**config.mk**
```make
export PLATFORM = sky130hd
export DESIGN_NAME = wake_frame_pattern_detector
export DESIGN_NICKNAME = d
export VERILOG_FILES = /design/src/design/wake_pkg.sv /design/src/design/wake_frame_pattern_detector.sv /design/src/design/wake_slot_crc.sv
export SDC_FILE = /design/constraint.sdc
export NUM_CORES = 2
export LEC_CHECK = 0
export BUFFER_PORTS_ARGS = -buffer_cell sky130_fd_sc_hd__buf_2
export CAP_MARGIN = 25
export CORE_AREA = 2 2 220 331
export DETAILED_ROUTE_END_ITERATION = 10
export DIE_AREA = 0 0 222 333
export PLACE_DENSITY = 0.77
export SYNTH_ARGS = -nofsm -noshare
export SYNTH_HDL_FRONTEND = slang
export SYNTH_HIERARCHICAL = 1
export SYNTH_SLANG_ARGS = --single-unit
```
**constraint.sdc**
```tcl
create_clock -name mclk_i -period 3 [get_ports mclk_i]
set_input_delay 0.6 -clock mclk_i [delete_from_list [all_inputs] [get_ports mclk_i]]
set_output_delay 0.6 -clock mclk_i [all_outputs]
set_load 0.01 [all_outputs]
```
**src/design/wake_pkg.sv**
```systemverilog
// Contract
// - Control bit 7 enables remote-wake detection.
// - Control bits 0-3 enable slots 0-3.
// - Slot CRC is 802.3 over masked bytes.
// - Expected CRC split low/high 16-bit registers.
// - Mask word 0 selects bytes 1-16.
// - Mask word 1 selects bytes 17-32.
// - Mask word 2 selects bytes 33-48.
// - Mask word 3 selects bytes 49-64.
// - Slot 2 has its own bank.
// - Slot 1 mask words 1-3 exist.
package wake_pkg;
    // Bus geometry
    localparam int unsigned ADDR_W = 8;
    localparam int unsigned DATA_W = 16;
    localparam int unsigned BANK_LSB = 4;
    localparam int unsigned SLOTS = 4;
    localparam int unsigned MASK_BYTES = 64;
    localparam int unsigned MASK_WORDS = 4;
    // Banks: control bank, then one bank per slot
    localparam logic [3:0] BANK_CTRL = 4'h3;
    localparam logic [3:0] BANK_SLOT0 = 4'h4;
    // Offsets inside a bank
    localparam logic [3:0] OFS_CTRL = 4'ha;
    localparam logic [3:0] OFS_STATUS = 4'hc;
    localparam logic [3:0] OFS_IRQ_MASK = 4'he;
    localparam logic [3:0] OFS_CRC_LOW = 4'h0;
    localparam logic [3:0] OFS_CRC_HIGH = 4'h2;
    localparam logic [3:0] OFS_MASK_W0 = 4'h4;
    localparam logic [3:0] OFS_MASK_W1 = 4'h6;
    localparam logic [3:0] OFS_MASK_W2 = 4'h8;
    localparam logic [3:0] OFS_MASK_W3 = 4'ha;
    // Control and status layout
    localparam int unsigned REMOTE_BIT = 7;
    localparam logic [15:0] CTRL_WR_MASK = 16'h008f;
    localparam logic [15:0] REG_RESET = 16'h0000;
    // Remote-wake packet shape
    localparam logic [7:0] SYNC_BYTE = 8'hff;
    localparam logic [2:0] SYNC_LEN = 3'h6;
    localparam logic [2:0] STATION_LEN = 3'h6;
    localparam logic [6:0] ADDR_LEN = 7'h60;
    // Ethernet CRC
    localparam logic [31:0] CRC_INIT = 32'hffffffff;
    localparam logic [31:0] CRC_POLY = 32'hedb88320;

    // One received byte from the MAC receive path
    typedef struct packed {
        logic valid;
        logic first;
        logic last;
        logic [7:0] data;
    } rx_beat_s;

    // Remote-wake search states
    typedef enum logic [2:0] {
        RW_HUNT = 3'b001,
        RW_SYNC = 3'b010,
        RW_ADDR = 3'b100
    } remote_e;

    // Reflected 802.3 CRC over one byte, LSB first
    function automatic logic [31:0] crc_byte(input logic [31:0] c, input logic [7:0] d);
        logic [31:0] r;
        r = c;
        for (int b = 0; b < 8; b++) begin
            r = ((r[0] ^ d[b]) == 1'b1) ? ((r >> 1) ^ CRC_POLY) : (r >> 1);
        end
        return r;
    endfunction : crc_byte
endpackage : wake_pkg

```
**src/design/wake_frame_pattern_detector.sv**
```systemverilog
`timescale 1ns/1ps
`default_nettype none
module wake_frame_pattern_detector #(
    parameter int unsigned SLOTS = wake_pkg::SLOTS,
    parameter int unsigned MASK_BYTES = wake_pkg::MASK_BYTES
) (
    // Clock and reset
    input wire logic mclk_i,
    input wire logic resetn_i,
    // Register port
    input wire logic [wake_pkg::ADDR_W-1:0] addr_i,
    input wire logic [wake_pkg::DATA_W-1:0] wdata_i,
    input wire logic wr_i,
    input wire logic rd_i,
    output logic [wake_pkg::DATA_W-1:0] rdata_o,
    // Receive path
    input wire wake_pkg::rx_beat_s rx_i,
    input wire logic [47:0] station_addr_i,
    // Interrupt
    output logic irq_o
);
    ////////////////////////////////////////////////////////////////////////
    // Address helpers
    function automatic logic hit(input logic [wake_pkg::ADDR_W-1:0] a,
                                 input logic [3:0] bank, input logic [3:0] ofs);
        return (a[wake_pkg::ADDR_W-1:wake_pkg::BANK_LSB] == bank)
            && (a[wake_pkg::BANK_LSB-1:0] == ofs);
    endfunction : hit

    logic [15:0] ctrl_q; // Enables
    logic [15:0] status_q; // Sticky events, same layout as control
    logic [15:0] status_d;
    logic [15:0] irq_mask_q; // Interrupt mask, same layout
    logic [15:0] events; // One-cycle event vector
    logic [SLOTS-1:0][31:0] crc_all; // Expected CRCs of every slot
    logic [SLOTS-1:0][MASK_BYTES-1:0] mask_all; // Masks of every slot
    logic [SLOTS-1:0] match; // Slot match pulses
    logic remote_hit; // Remote-wake frame seen
    logic [15:0] rd_d;

    ////////////////////////////////////////////////////////////////////////
    // Control register, only enable bits writable
    always_ff @(posedge mclk_i or negedge resetn_i) begin
        if (!resetn_i) begin
            ctrl_q <= wake_pkg::REG_RESET;
        end else if (wr_i && hit(addr_i, wake_pkg::BANK_CTRL, wake_pkg::OFS_CTRL)) begin
            ctrl_q <= wdata_i & wake_pkg::CTRL_WR_MASK;
        end
    end

    // Interrupt mask register
    always_ff @(posedge mclk_i or negedge resetn_i) begin
        if (!resetn_i) begin
            irq_mask_q <= wake_pkg::REG_RESET;
        end else if (wr_i && hit(addr_i, wake_pkg::BANK_CTRL, wake_pkg::OFS_IRQ_MASK)) begin
            irq_mask_q <= wdata_i & wake_pkg::CTRL_WR_MASK;
        end
    end

    ////////////////////////////////////////////////////////////////////////
    // Per-slot bank: CRC halves, four mask words, CRC engine
    for (genvar i = 0; i < SLOTS; i++) begin : g_slot
        localparam logic [3:0] BANK = wake_pkg::BANK_SLOT0 + 4'(i);
        logic [31:0] crc_q;
        logic [MASK_BYTES-1:0] mask_q;

        // Expected CRC, low and high halves
        always_ff @(posedge mclk_i or negedge resetn_i) begin
            if (!resetn_i) begin
                crc_q <= {2{wake_pkg::REG_RESET}};
            end else if (wr_i && hit(addr_i, BANK, wake_pkg::OFS_CRC_LOW)) begin
                crc_q[15:0] <= wdata_i;
            end else if (wr_i && hit(addr_i, BANK, wake_pkg::OFS_CRC_HIGH)) begin
                crc_q[31:16] <= wdata_i;
            end
        end

        // Mask words, word k covers bytes 16k+1 to 16k+16
        for (genvar k = 0; k < wake_pkg::MASK_WORDS; k++) begin : g_word
            localparam logic [3:0] OFS = wake_pkg::OFS_MASK_W0 + 4'(2 * k);
            always_ff @(posedge mclk_i or negedge resetn_i) begin
                if (!resetn_i) begin
                    mask_q[16*k+:16] <= wake_pkg::REG_RESET;
                end else if (wr_i && hit(addr_i, BANK, OFS)) begin
                    mask_q[16*k+:16] <= wdata_i;
                end
            end
        end

        assign crc_all[i] = crc_q;
        assign mask_all[i] = mask_q;

        // CRC engine of this slot
        wake_slot_crc #(
            .MASK_BYTES(MASK_BYTES)
        ) u_crc (
            .mclk_i(mclk_i),
            .resetn_i(resetn_i),
            .rx_i(rx_i),
            .enable_i(ctrl_q[i]),
            .mask_i(mask_q),
            .expect_i(crc_q),
            .match_o(match[i])
        );
    end

    ////////////////////////////////////////////////////////////////////////
    // Remote-wake search: six sync bytes, then sixteen station addresses
    wake_pkg::remote_e rw_q;
    logic [2:0] sync_cnt_q; // Sync bytes seen
    logic [6:0] addr_cnt_q; // Address bytes matched
    logic [2:0] sta_idx_q; // Byte position within the station address
    logic found_q; // Pattern complete in this frame
    logic [7:0] sta_byte; // Expected station byte

    // Station address goes out most significant byte first
    always_comb begin
        sta_byte = station_addr_i[8*(wake_pkg::STATION_LEN-3'h1-sta_idx_q)+:8];
    end

    // Search state machine
    always_ff @(posedge mclk_i or negedge resetn_i) begin
        if (!resetn_i) begin
            rw_q <= wake_pkg::RW_HUNT;
            sync_cnt_q <= 3'h0;
            addr_cnt_q <= 7'h00;
            sta_idx_q <= 3'h0;
            found_q <= 1'b0;
        end else if (rx_i.valid) begin
            if (rx_i.first) begin
                // New frame: restart the search
                found_q <= 1'b0;
            end
            unique case (rw_q)
                wake_pkg::RW_HUNT: begin
                    // Wait for a first sync byte
                    if (rx_i.data == wake_pkg::SYNC_BYTE) begin
                        rw_q <= wake_pkg::RW_SYNC;
                        sync_cnt_q <= 3'h1;
                    end
                end
                wake_pkg::RW_SYNC: begin
                    // Count sync bytes, start address on the sixth
                    if (rx_i.data != wake_pkg::SYNC_BYTE) begin
                        rw_q <= wake_pkg::RW_HUNT;
                    end else if (sync_cnt_q == wake_pkg::SYNC_LEN - 3'h1) begin
                        rw_q <= wake_pkg::RW_ADDR;
                        addr_cnt_q <= 7'h00;
                        sta_idx_q <= 3'h0;
                    end else begin
                        sync_cnt_q <= sync_cnt_q + 3'h1;
                    end
                end
                wake_pkg::RW_ADDR: begin
                    // Match address bytes in turn
                    if (rx_i.data != sta_byte) begin
                        rw_q <= wake_pkg::RW_HUNT;
                    end else if (addr_cnt_q == wake_pkg::ADDR_LEN - 7'h01) begin
                        rw_q <= wake_pkg::RW_HUNT;
                        found_q <= 1'b1;
                    end else begin
                        addr_cnt_q <= addr_cnt_q + 7'h01;
                        sta_idx_q <= (sta_idx_q == wake_pkg::STATION_LEN - 3'h1)
                            ? 3'h0 : sta_idx_q + 3'h1;
                    end
                end
                default: begin
                    rw_q <= wake_pkg::RW_HUNT;
                end
            endcase
            if (rx_i.last) begin
                // Frame over: drop any partial pattern
                rw_q <= wake_pkg::RW_HUNT;
            end
        end
    end

    // Remote-wake event at frame end, only while enabled
    always_ff @(posedge mclk_i or negedge resetn_i) begin
        if (!resetn_i) begin
            remote_hit <= 1'b0;
        end else begin
            remote_hit <= rx_i.valid && rx_i.last && found_q
                && ctrl_q[wake_pkg::REMOTE_BIT];
        end
    end

    ////////////////////////////////////////////////////////////////////////
    // Events, status and interrupt
    always_comb begin
        events = '0;
        events[SLOTS-1:0] = match;
        events[wake_pkg::REMOTE_BIT] = remote_hit;
        status_d = status_q;
        if (wr_i && hit(addr_i, wake_pkg::BANK_CTRL, wake_pkg::OFS_STATUS)) begin
            status_d = status_q & ~wdata_i; // Write one to clear
        end
        status_d = status_d | events; // Set beats clear
    end

    // Sticky status
    always_ff @(posedge mclk_i or negedge resetn_i) begin
        if (!resetn_i) begin
            status_q <= wake_pkg::REG_RESET;
        end else begin
            status_q <= status_d;
        end
    end

    // Level interrupt from unmasked status
    always_ff @(posedge mclk_i or negedge resetn_i) begin
        if (!resetn_i) begin
            irq_o <= 1'b0;
        end else begin
            irq_o <= |(status_d & irq_mask_q);
        end
    end

    ////////////////////////////////////////////////////////////////////////
    // Read decode, unmapped reads return zero
    logic [3:0] rd_bank;
    logic [3:0] rd_slot;
    always_comb begin
        rd_bank = addr_i[wake_pkg::ADDR_W-1:wake_pkg::BANK_LSB];
        rd_slot = rd_bank - wake_pkg::BANK_SLOT0;
        rd_d = '0;
        if (rd_bank == wake_pkg::BANK_CTRL) begin
            unique case (addr_i[wake_pkg::BANK_LSB-1:0])
                wake_pkg::OFS_CTRL: rd_d = ctrl_q;
                wake_pkg::OFS_STATUS: rd_d = status_q;
                wake_pkg::OFS_IRQ_MASK: rd_d = irq_mask_q;
                default: rd_d = '0;
            endcase
        end else if (rd_bank >= wake_pkg::BANK_SLOT0 && rd_slot < 4'(SLOTS)) begin
            unique case (addr_i[wake_pkg::BANK_LSB-1:0])
                wake_pkg::OFS_CRC_LOW: rd_d = crc_all[rd_slot[1:0]][15:0];
                wake_pkg::OFS_CRC_HIGH: rd_d = crc_all[rd_slot[1:0]][31:16];
                wake_pkg::OFS_MASK_W0: rd_d = mask_all[rd_slot[1:0]][15:0];
                wake_pkg::OFS_MASK_W1: rd_d = mask_all[rd_slot[1:0]][31:16];
                wake_pkg::OFS_MASK_W2: rd_d = mask_all[rd_slot[1:0]][47:32];
                wake_pkg::OFS_MASK_W3: rd_d = mask_all[rd_slot[1:0]][63:48];
                default: rd_d = '0;
            endcase
        end
    end

    // Read data one cycle after the strobe, zero otherwise
    always_ff @(posedge mclk_i or negedge resetn_i) begin
        if (!resetn_i) begin
            rdata_o <= '0;
        end else begin
            rdata_o <= rd_i ? rd_d : '0;
        end
    end

    ////////////////////////////////////////////////////////////////////////
    logic after_rst_q; // High on the first edge after reset release
    always_ff @(posedge mclk_i or negedge resetn_i) begin
        if (!resetn_i) begin
            after_rst_q <= 1'b1;
        end else begin
            after_rst_q <= 1'b0;
        end
    end

    AST_RESET_CLEAR: assert property (@(posedge mclk_i) disable iff (!resetn_i)
        after_rst_q |-> ctrl_q == '0 && crc_all[0] == '0 && mask_all[SLOTS-1] == '0)
        else $error("configuration not zero after reset");
    AST_REMOTE_GATE: assert property (@(posedge mclk_i) disable iff (!resetn_i)
        remote_hit |-> $past(ctrl_q[wake_pkg::REMOTE_BIT]))
        else $error("remote event while disabled");
    AST_CTRL_RSVD: assert property (@(posedge mclk_i) disable iff (!resetn_i)
        rd_i && hit(addr_i, wake_pkg::BANK_CTRL, wake_pkg::OFS_CTRL)
        |=> rdata_o == $past(ctrl_q) && (rdata_o & ~wake_pkg::CTRL_WR_MASK) == '0)
        else $error("control read shows reserved bits");
    AST_CRC_HALF: assert property (@(posedge mclk_i) disable iff (!resetn_i)
        wr_i && hit(addr_i, wake_pkg::BANK_SLOT0, wake_pkg::OFS_CRC_HIGH)
        |=> crc_all[0][31:16] == $past(wdata_i) && $stable(crc_all[0][15:0]))
        else $error("crc high write wrong");
    AST_MASK_W0: assert property (@(posedge mclk_i) disable iff (!resetn_i)
        wr_i && hit(addr_i, wake_pkg::BANK_SLOT0, wake_pkg::OFS_MASK_W0)
        |=> mask_all[0][15:0] == $past(wdata_i))
        else $error("mask word 0 not bytes 1-16");
    AST_MASK_W1: assert property (@(posedge mclk_i) disable iff (!resetn_i)
        wr_i && hit(addr_i, wake_pkg::BANK_SLOT0, wake_pkg::OFS_MASK_W1)
        |=> mask_all[0][31:16] == $past(wdata_i))
        else $error("mask word 1 not bytes 17-32");
    AST_MASK_W2: assert property (@(posedge mclk_i) disable iff (!resetn_i)
        wr_i && hit(addr_i, wake_pkg::BANK_SLOT0, wake_pkg::OFS_MASK_W2)
        |=> mask_all[0][47:32] == $past(wdata_i))
        else $error("mask word 2 not bytes 33-48");
    AST_MASK_W3: assert property (@(posedge mclk_i) disable iff (!resetn_i)
        wr_i && hit(addr_i, wake_pkg::BANK_SLOT0, wake_pkg::OFS_MASK_W3)
        |=> mask_all[0][63:48] == $past(wdata_i) && $stable(ctrl_q))
        else $error("mask word 3 not bytes 49-64");
    AST_SLOT2_BANK: assert property (@(posedge mclk_i) disable iff (!resetn_i)
        wr_i && hit(addr_i, wake_pkg::BANK_SLOT0 + 4'h2, wake_pkg::OFS_CRC_LOW)
        |=> crc_all[2][15:0] == $past(wdata_i) && $stable(crc_all[0]))
        else $error("slot 2 bank write wrong");
    AST_SLOT1_MASK1: assert property (@(posedge mclk_i) disable iff (!resetn_i)
        wr_i && hit(addr_i, wake_pkg::BANK_SLOT0 + 4'h1, wake_pkg::OFS_MASK_W1)
        |=> mask_all[1][31:16] == $past(wdata_i))
        else $error("slot 1 mask word 1 wrong");
    AST_EVENT_STICKY: assert property (@(posedge mclk_i) disable iff (!resetn_i)
        match[0] |=> status_q[0] ##1 (status_q[0] || $past(wr_i)))
        else $error("slot event not held in status");
endmodule : wake_frame_pattern_detector
`default_nettype wire

```
**src/design/wake_slot_crc.sv**
```systemverilog
`timescale 1ns/1ps
`default_nettype none
module wake_slot_crc #(
    parameter int unsigned MASK_BYTES = wake_pkg::MASK_BYTES
) (
    // Clock and reset
    input wire logic mclk_i,
    input wire logic resetn_i,
    // Receive bytes
    input wire wake_pkg::rx_beat_s rx_i,
    // Slot setup
    input wire logic enable_i,
    input wire logic [MASK_BYTES-1:0] mask_i,
    input wire logic [31:0] expect_i,
    // One-cycle match pulse
    output logic match_o
);
    ////////////////////////////////////////////////////////////////////////
    logic [6:0] idx_q; // Next frame byte index, saturates at window end
    logic [31:0] crc_q; // Running CRC
    logic [6:0] cur_idx; // Index of the present byte
    logic in_win; // Byte lies inside the mask window
    logic sel; // Byte is covered by the mask
    logic [31:0] base; // CRC before this byte
    logic [31:0] crc_nx; // CRC after this byte

    // Byte selection: bit n of the mask picks frame byte n+1
    always_comb begin
        cur_idx = rx_i.first ? 7'h00 : idx_q;
        in_win = cur_idx < 7'(MASK_BYTES);
        sel = in_win && mask_i[cur_idx[5:0]];
        base = rx_i.first ? wake_pkg::CRC_INIT : crc_q;
        crc_nx = sel ? wake_pkg::crc_byte(base, rx_i.data) : base;
    end

    // Running CRC and byte index
    always_ff @(posedge mclk_i or negedge resetn_i) begin
        if (!resetn_i) begin
            idx_q <= 7'h00;
            crc_q <= wake_pkg::CRC_INIT;
        end else if (rx_i.valid) begin
            crc_q <= crc_nx;
            idx_q <= in_win ? cur_idx + 7'h01 : cur_idx;
        end
    end

    // Frame-end compare against the complemented CRC
    always_ff @(posedge mclk_i or negedge resetn_i) begin
        if (!resetn_i) begin
            match_o <= 1'b0;
        end else begin
            match_o <= rx_i.valid && rx_i.last && enable_i
                && ((~crc_nx) == expect_i);
        end
    end

    ////////////////////////////////////////////////////////////////////////
    // Unselected bytes leave the CRC alone
    AST_CRC_SKIP: assert property (@(posedge mclk_i) disable iff (!resetn_i)
        rx_i.valid && !rx_i.first && !sel |=> crc_q == $past(crc_q))
        else $error("crc moved on an unselected byte");
    // Bytes past the window never count
    AST_WINDOW_END: assert property (@(posedge mclk_i) disable iff (!resetn_i)
        rx_i.valid && !rx_i.first && idx_q == 7'(MASK_BYTES) |=> crc_q == $past(crc_q))
        else $error("byte beyond window entered crc");
    // A match needs the enable and a frame end
    AST_MATCH_CAUSE: assert property (@(posedge mclk_i) disable iff (!resetn_i)
        match_o |-> $past(enable_i) && $past(rx_i.valid) && $past(rx_i.last))
        else $error("match without enabled frame end");
endmodule : wake_slot_crc
`default_nettype wire

```
# [Word-level counts from Yosys, hierarchy flattened]
# Cells that the tools add are included.
# Widths: inputs -> output; s select.
[word_totals] out_inout_bits=17 elab_cells=351 regBits=605 in_bits=87
[classes] n_mux=92 shift=1 magnitude_cmp=11 reduce_logical=81 bitwise_logic=76 n_eq_ne=34 add_sub_neg=9
[op_table] op="$mux 32" n=41
[op_table] op="$not 13->14" n=32
[op_table] op="$bmux 64 s2" n=1
[op_table] op="$eq 32x32->1" n=4
[op_table] op="$not 32->32" n=4
[op_table] op="$pmux 16 s6" n=1
[op_table] op="$mux 7" n=12
[op_table] op="$logic_and 1x1->1" n=70
[op_table] op="$bmux 32 s2" n=1
[op_table] op="$mux 16" n=4
[op_table] op="$mux 64" n=1
[op_table] op="$pmux 16 s3" n=1
[op_table] op="$shiftx 48x33->8" n=1
[op_table] op="$mux 3" n=14
[op_table] op="$add 7x1->7 const B" n=5
[op_table] op="$xor 1x1->1" n=32
[op_table] op="$lt 6x7->1 const B" n=4
[op_table] op="$lt 7x7->1 const B" n=4
[op_table] op="$bmux 1 s6" n=4
[op_table] op="$eq 4x3->1 const B" n=6
[op_table] op="$and 16x16->16" n=1
[op_table] op="$and 16x8->16" n=1
[op_table] op="$eq 4x4->1 const B" n=4
[op_table] op="$not 16->16" n=1
[op_table] op="other kinds (30)" n=55

# [Depth between registers and ports, before layout]
[logic_depth] ltp_word=21 ltp_mapped=15 depth_no_buf=11

# [By module]
# Netlist, hierarchy kept.
[by_module_without_submodules] module="wake_frame_pattern_detector" area_each_um2=20515.9 n_inst=1 cells_each=1391 seq_area_each_um2=11136.9
[by_module_without_submodules] module="wake_slot_crc" area_each_um2=5087.4 n_inst=4 cells_each=632 seq_area_each_um2=1041.0

# [Worst setup path after synthesis]
# OpenSTA, ideal clock, no wires.
[synth_path] path_kind="input -> register" from="input rx_i[9] (netlist name)" to="register g_slot[0].u_crc.match_o" path_buffers=3 t_arrival_ps=3020 required_time_ps=2904 slack_ps=-115 setup_time_ps=96 stages=14 path_cell_list="buf_6 > or3b_1 > o22ai_1 > a211oi_1 > a211oi_2 > o32ai_2 > or2_1 > buf_6 > buf_6 > a211o_1 > o31ai_1 > xnor2_1 > nand4_1 > nor4_2"
[synth_between] elab_chain_cells=19 elab_cells_between_ends=34 cone_classes="1 x order compare; 1 x eq/ne; 13 x mux; 17 x bitwise; 2 x reduce/logical"
[synth_lines] element="from (decl)" line="wake_frame_pattern_detector.sv:17" text="input wire wake_pkg::rx_beat_s rx_i,"
[synth_lines] element="$mux 32" line="wake_slot_crc.sv:32" text="base = rx_i.first ? wake_pkg::CRC_INIT : crc_q;"
[synth_lines] element="$xor 1x1->1 / $not 13->14 (equally long branches)"
[synth_lines] element="$mux 32" line="wake_pkg.sv:66" text="r = ((r[0] ^ d[b]) == 1'b1) ? ((r >> 1) ^ CRC_POLY) : (r >> 1);"
[synth_lines] element="$mux 32 / $not 13->14 (equally long branches)"
[synth_lines] element="$not 13->14 (no line) / $mux 32 (equally long branches)"
[synth_lines] element="$mux 32 / $not 13->14 (equally long branches)"
[synth_lines] element="$not 13->14 (no line) / $mux 32 (equally long branches)"
[synth_lines] element="$mux 32" line="wake_pkg.sv:66"
[synth_lines] element="(+3 left out)"
[synth_lines] element="$not 13->14 (no line) / $mux 32 (equally long branches)"
[synth_lines] element="$mux 32" line="wake_pkg.sv:66"
[synth_lines] element="$not 13->14 (no line)"
[synth_lines] element="$mux 32" line="wake_pkg.sv:66"
[synth_lines] element="$mux 32 *" line="wake_slot_crc.sv:33" text="crc_nx = sel ? wake_pkg::crc_byte(base, rx_i.data) : base;"
[synth_lines] element="$not 32->32 *" line="wake_slot_crc.sv:53" text="&& ((~crc_nx) == expect_i);"
[synth_lines] element="$eq 32x32->1 *" line="wake_slot_crc.sv:53"
[synth_lines] element="$logic_and 1x1->1 *" line="wake_slot_crc.sv:53"
[synth_lines] element="to (signal assigned)" line="wake_slot_crc.sv:52" text="match_o <= rx_i.valid && rx_i.last && enable_i"
[synth_lines] element="to (decl)" line="wake_slot_crc.sv:16" text="output logic match_o"
# Every way passes the cells marked *; elsewhere a longest branch is shown, timed or not. The select of a mux whose other input is x is not followed.
# A chain may end at the register's enable or synchronous reset.

# [Worst setup path after layout]
[layout_path] from="register g_slot[0].u_crc.idx_q[0]" to="register g_slot[0].u_crc.match_o"
[layout_between] elab_chain_cells=8 elab_cells_between_ends=9 cone_classes="1 x order compare; 1 x eq/ne; 4 x mux; 1 x bitwise; 2 x reduce/logical"
[layout_lines] element="from (decl)" line="wake_slot_crc.sv:19" text="logic [6:0] idx_q;"
[layout_lines] element="from (signal assigned)" line="wake_slot_crc.sv:43" text="idx_q <= in_win ? cur_idx + 7'h01 : cur_idx;"
[layout_lines] element="$mux 7 *" line="wake_slot_crc.sv:29" text="cur_idx = rx_i.first ? 7'h00 : idx_q;"
[layout_lines] element="$bmux 1 s6" line="wake_slot_crc.sv:31" text="sel = in_win && mask_i[cur_idx[5:0]];"
[layout_lines] element="$mux 1 (implied by the code)" line="wake_slot_crc.sv:31"
[layout_lines] element="$logic_and 1x1->1 *" line="wake_slot_crc.sv:31"
[layout_lines] element="$mux 32 *" line="wake_slot_crc.sv:33"
[layout_lines] element="$not 32->32 *" line="wake_slot_crc.sv:53"
[layout_lines] element="$eq 32x32->1 *" line="wake_slot_crc.sv:53"
[layout_lines] element="$logic_and 1x1->1 *" line="wake_slot_crc.sv:53"
# Marked as above.

==> impl_results.md <==
- Synth area leaders: dfrtp_1 29%, mux2_2 12%, dfstp_2 8.3%
- Synth Register Bits: 605
- GRT Overall Usage: 0.5266
- Max_cap viols: 0
- TritonCTS clock tree: built
- Synth top cells by count: 476 x dfrtp_1, 451 x mux2_2, 319 x nor2_1
- Cells after synthesis: a little under 4000
- Post-synthesis async set-or-reset flop share: 1.000
- Worst hold stages: 3
- Layout overhead on the synthesized area: 31.95%
- Core area: approximately 0.071 mm2
- Post-DR vias/cell: between 6 and 7
- Vias: 40470
- Total global routing overflow: 0
- Tcrit/Tclk final: 1.212
- Post-DP HPWL: 140700 um
- DR pass1 iterations: 7
- Vias in the first global route: 40880
- Layout Cells excl Fill: 5815
- Die W: 222 um
- Synth warnings: 6
- F_max: 0.2750 GHz
- Peak supply drop: 614.7 uV
- Critical Path Sink Type: flip-flop
- Largest area contributor in the netlist: dfrtp_1
- Mapped Nets: 4016
- WL final: 195500 um
- Min cycle time layout: 3.637 ns
- Post-synthesis cell type count: 93
- I/O pin count: 104
- Core Rows: 120
- # port buffers: 103
- Root buf cell: clkbuf_16
- Violated checks: setup timing
- # H-tree levels: 2
- Critical Path RT: 3.60 ns
- Most used standard cell by instance count after synthesis: dfrtp_1
- Final core utilization: 0.7593
- DRC violation total after the first TritonRoute iteration: 5102
- Largest net degree at the start of global routing: 77
- Skew final: 0.02981 ns
- Reg clk slew, reported paths: about 0.070 ns
- Drt drc: 0
- Outcome: finished, violations left
- Placer congestion estimate: approximately 1.1
- Endpoints failing hold: 0
- First-pass GRT wire length: approximately 280000 um
- ANT nets after route: 0
- Drt wl/cell: 33.61 um
- Power, Total: 44.79 mW
- Cell count of the worst reg-to-reg path: 18
- Cell total after placement: 5601
- Worst Hold Class: in2reg
- WS Path Type: reg2reg
- Avg Inst Size Synth: about 10 um2
- Slowest-stage cell, CP: dfrtp_2
- Final setup margin: -0.6367 ns
- Final setup viols: between 100 and 150
- Die H: 333 um
- PD cells: 830.6 mW/mm2
- Synth top area share: 0.2915
- Buf+Inv Stages, Crit Path: 7
- Initial core utilization: 0.5754
- Clock buffer count from CTS: 60
- Worst EP arrival: 4.24 ns
- Sinks on the clock net: 605
- Die area: about 0.074 mm2
- Post-synthesis sequential area ratio: 0.3744
- Share of cells above drive strength 1: 0.4648
- Worst rel slew slack: 0.1955
- Leakage Power: 23.75 nW
- Primary FF master, synth: dfrtp_1
- Final Max Slew Viols: 0
- Final nets: 4932
- CP Max Fanout: 6
- Worst skew pair latency: roughly 0.70 ns
- Crit start category: flip-flop
- Worst path max stage delay: around 0.53 ns
- CTS Buffer Depth: 3
- Slew @ Worst Pin: approximately 1.2 ns
- Crit path max-delay family: compound AO/OA/AOI/OAI gates
- Synthesized cell area: 0.04087 mm2
- RSZ-0062 raised after global routing: true
- Critical Path Stages: 18
- Crit path cell chain: buf_6, buf_8, buf_8, mux2i_1, a221oi_1, a211oi_1, a211oi_2, o32ai_4, buf_12, nor2_4, buf_4, buf_6, mux2_2, o22ai_1, buf_4, xnor2_1, nand4_1, nor4_2
- Antenna violations before repair: 22
- Number of enable flip-flop cells after synthesis: 0
## per-layer routing
layer | vias up | wire length (um) | global-route usage
li1 | 16458 | - | -
met1 | 19697 | 60850 | 0.5394
met2 | 3012 | 87780 | 0.8165
met3 | 1287 | 19460 | 0.1590
met4 | 16 | 27220 | 0.5832
met5 | - | 146 | 0.01185
## area by class of cell
cell class | count | area, um2
Sequential cell | 605 | 15310
Tap cell | 915 | 1145
Inverter | 63 | 236.5
Timing Repair Buffer | 1174 | 9852
Clock inverter | 37 | 445.4
Antenna cell | 14 | 35.03
Multi-Input combinational cell | 2931 | 25220
Fill cell | 4805 | 17100
Clock buffer | 76 | 1683
## what timing repair did
action | CTS | global route
resized for setup | 297 | 91
buffers inserted | 71 | 22
setup endpoints to repair | 144 | 141
hold endpoints to repair | 4 | 0
pin swaps | 105 | 65
hold buffers | 1 | 0
gates cloned | 6 | 0
## flip-flops by register name (all words and copies together), names as in the netlist, 3 cells and up
register	count
rw_q	3
g_slot.mask_q	256
ctrl_q	5
g_slot.u_crc/crc_q	128
addr_cnt_q	7
sync_cnt_q	3
sta_idx_q	3
status_q	16
rdata_o	16
g_slot.u_crc/idx_q	28
irq_mask_q	5
g_slot.crc_q	128
g_slot.u_crc/match_o	4
## logic make-up after synthesis
family                   share of synthesized area
AND/OR/NAND/NOR                             0.1172
AO/OA/AOI/OAI                               0.1531
multiplexers                                0.2093
flip-flops                                  0.3744
XOR/XNOR                                   0.09724
buffers and inverters                      0.04568
adder cells (fa/ha/maj)                   0.003062
## tightest hold or removal path, cell delays in order
cell and delay, ns:
buf_2 0.13, nand2_1 0.08, a21o_1 0.13
## where the power goes
group	leakage (nW)	internal, mW	switching [mW]
clock	1.03	4.68	3.68
sequential	7.87	9.78	1.93
combinational	14.8	12.0	12.7
total	23.8	26.5	18.3
## final timing paths
| kind | from | endpoint | slack [ns] |
|---|---|---|---|
| min in group asynchronous | resetn_i | g_slot[0].u_crc/match_o$_DFF_PN0_ | 0.47 |
| worst max register to register | g_slot[0].u_crc/idx_q[0]$_DFFE_PN0P_ | g_slot[0].u_crc/match_o$_DFF_PN0_ | -0.64 |
| worst max-delay path | g_slot[0].u_crc/idx_q[0]$_DFFE_PN0P_ | g_slot[0].u_crc/match_o$_DFF_PN0_ | -0.64 |
| worst min-delay path | wdata_i[3] | status_q[3]$_DFF_PN0_ | 0.30 |
| max in group asynchronous | resetn_i | g_slot[3].u_crc/crc_q[16]$_DFFE_PN1P_ | 1.59 |
| worst min register to register | sync_cnt_q[2]$_DFFE_PN0P_ | sync_cnt_q[2]$_DFFE_PN0P_ | 0.49 |
## metrics by stage
stage / instance area [um2] / TNS (ns) / hold WS (ns) / setup slack, ns
finish: 53920 / -30.63 / 0.3040 / -0.6367
global route: 53890 / -39.19 / 0.2977 / -0.6889
CTS: 53230 / -16.36 / 0.2879 / -0.5169
detailed placement: 49030 / -76.59 / 0.4603 / -1.135
global placement: 49030 / -71.96 / 0.4637 / -1.161
floorplan: 40870 / -0.4608 / 0.3044 / -0.1152
## layout by cell type (no fill, tap or decap), drive strengths merged, types with 23 or more instances in the layout
| cell type | count |
|---|---|
| nand4 | 33 |
| nor3 | 104 |
| xor2 | 108 |
| a31oi | 54 |
| a22oi | 78 |
| o22a | 36 |
| nand3b | 28 |
| xnor2 | 296 |
| mux4 | 100 |
| o21ai | 144 |
| nand2 | 174 |
| mux2i | 113 |
| buf | 1172 |
| a221oi | 64 |
| dfstp | 129 |
| a21oi | 147 |
| nand3 | 56 |
| a211oi | 40 |
| or3 | 36 |
| clkbuf | 76 |
| inv | 63 |
| nor2 | 328 |
| mux2 | 454 |
| o22ai | 100 |
| nor3b | 29 |
| nor2b | 52 |
| nand2b | 23 |
| o32ai | 28 |
| nor4 | 27 |
| dfrtp | 476 |
Power figures use the tool's default switching activity.
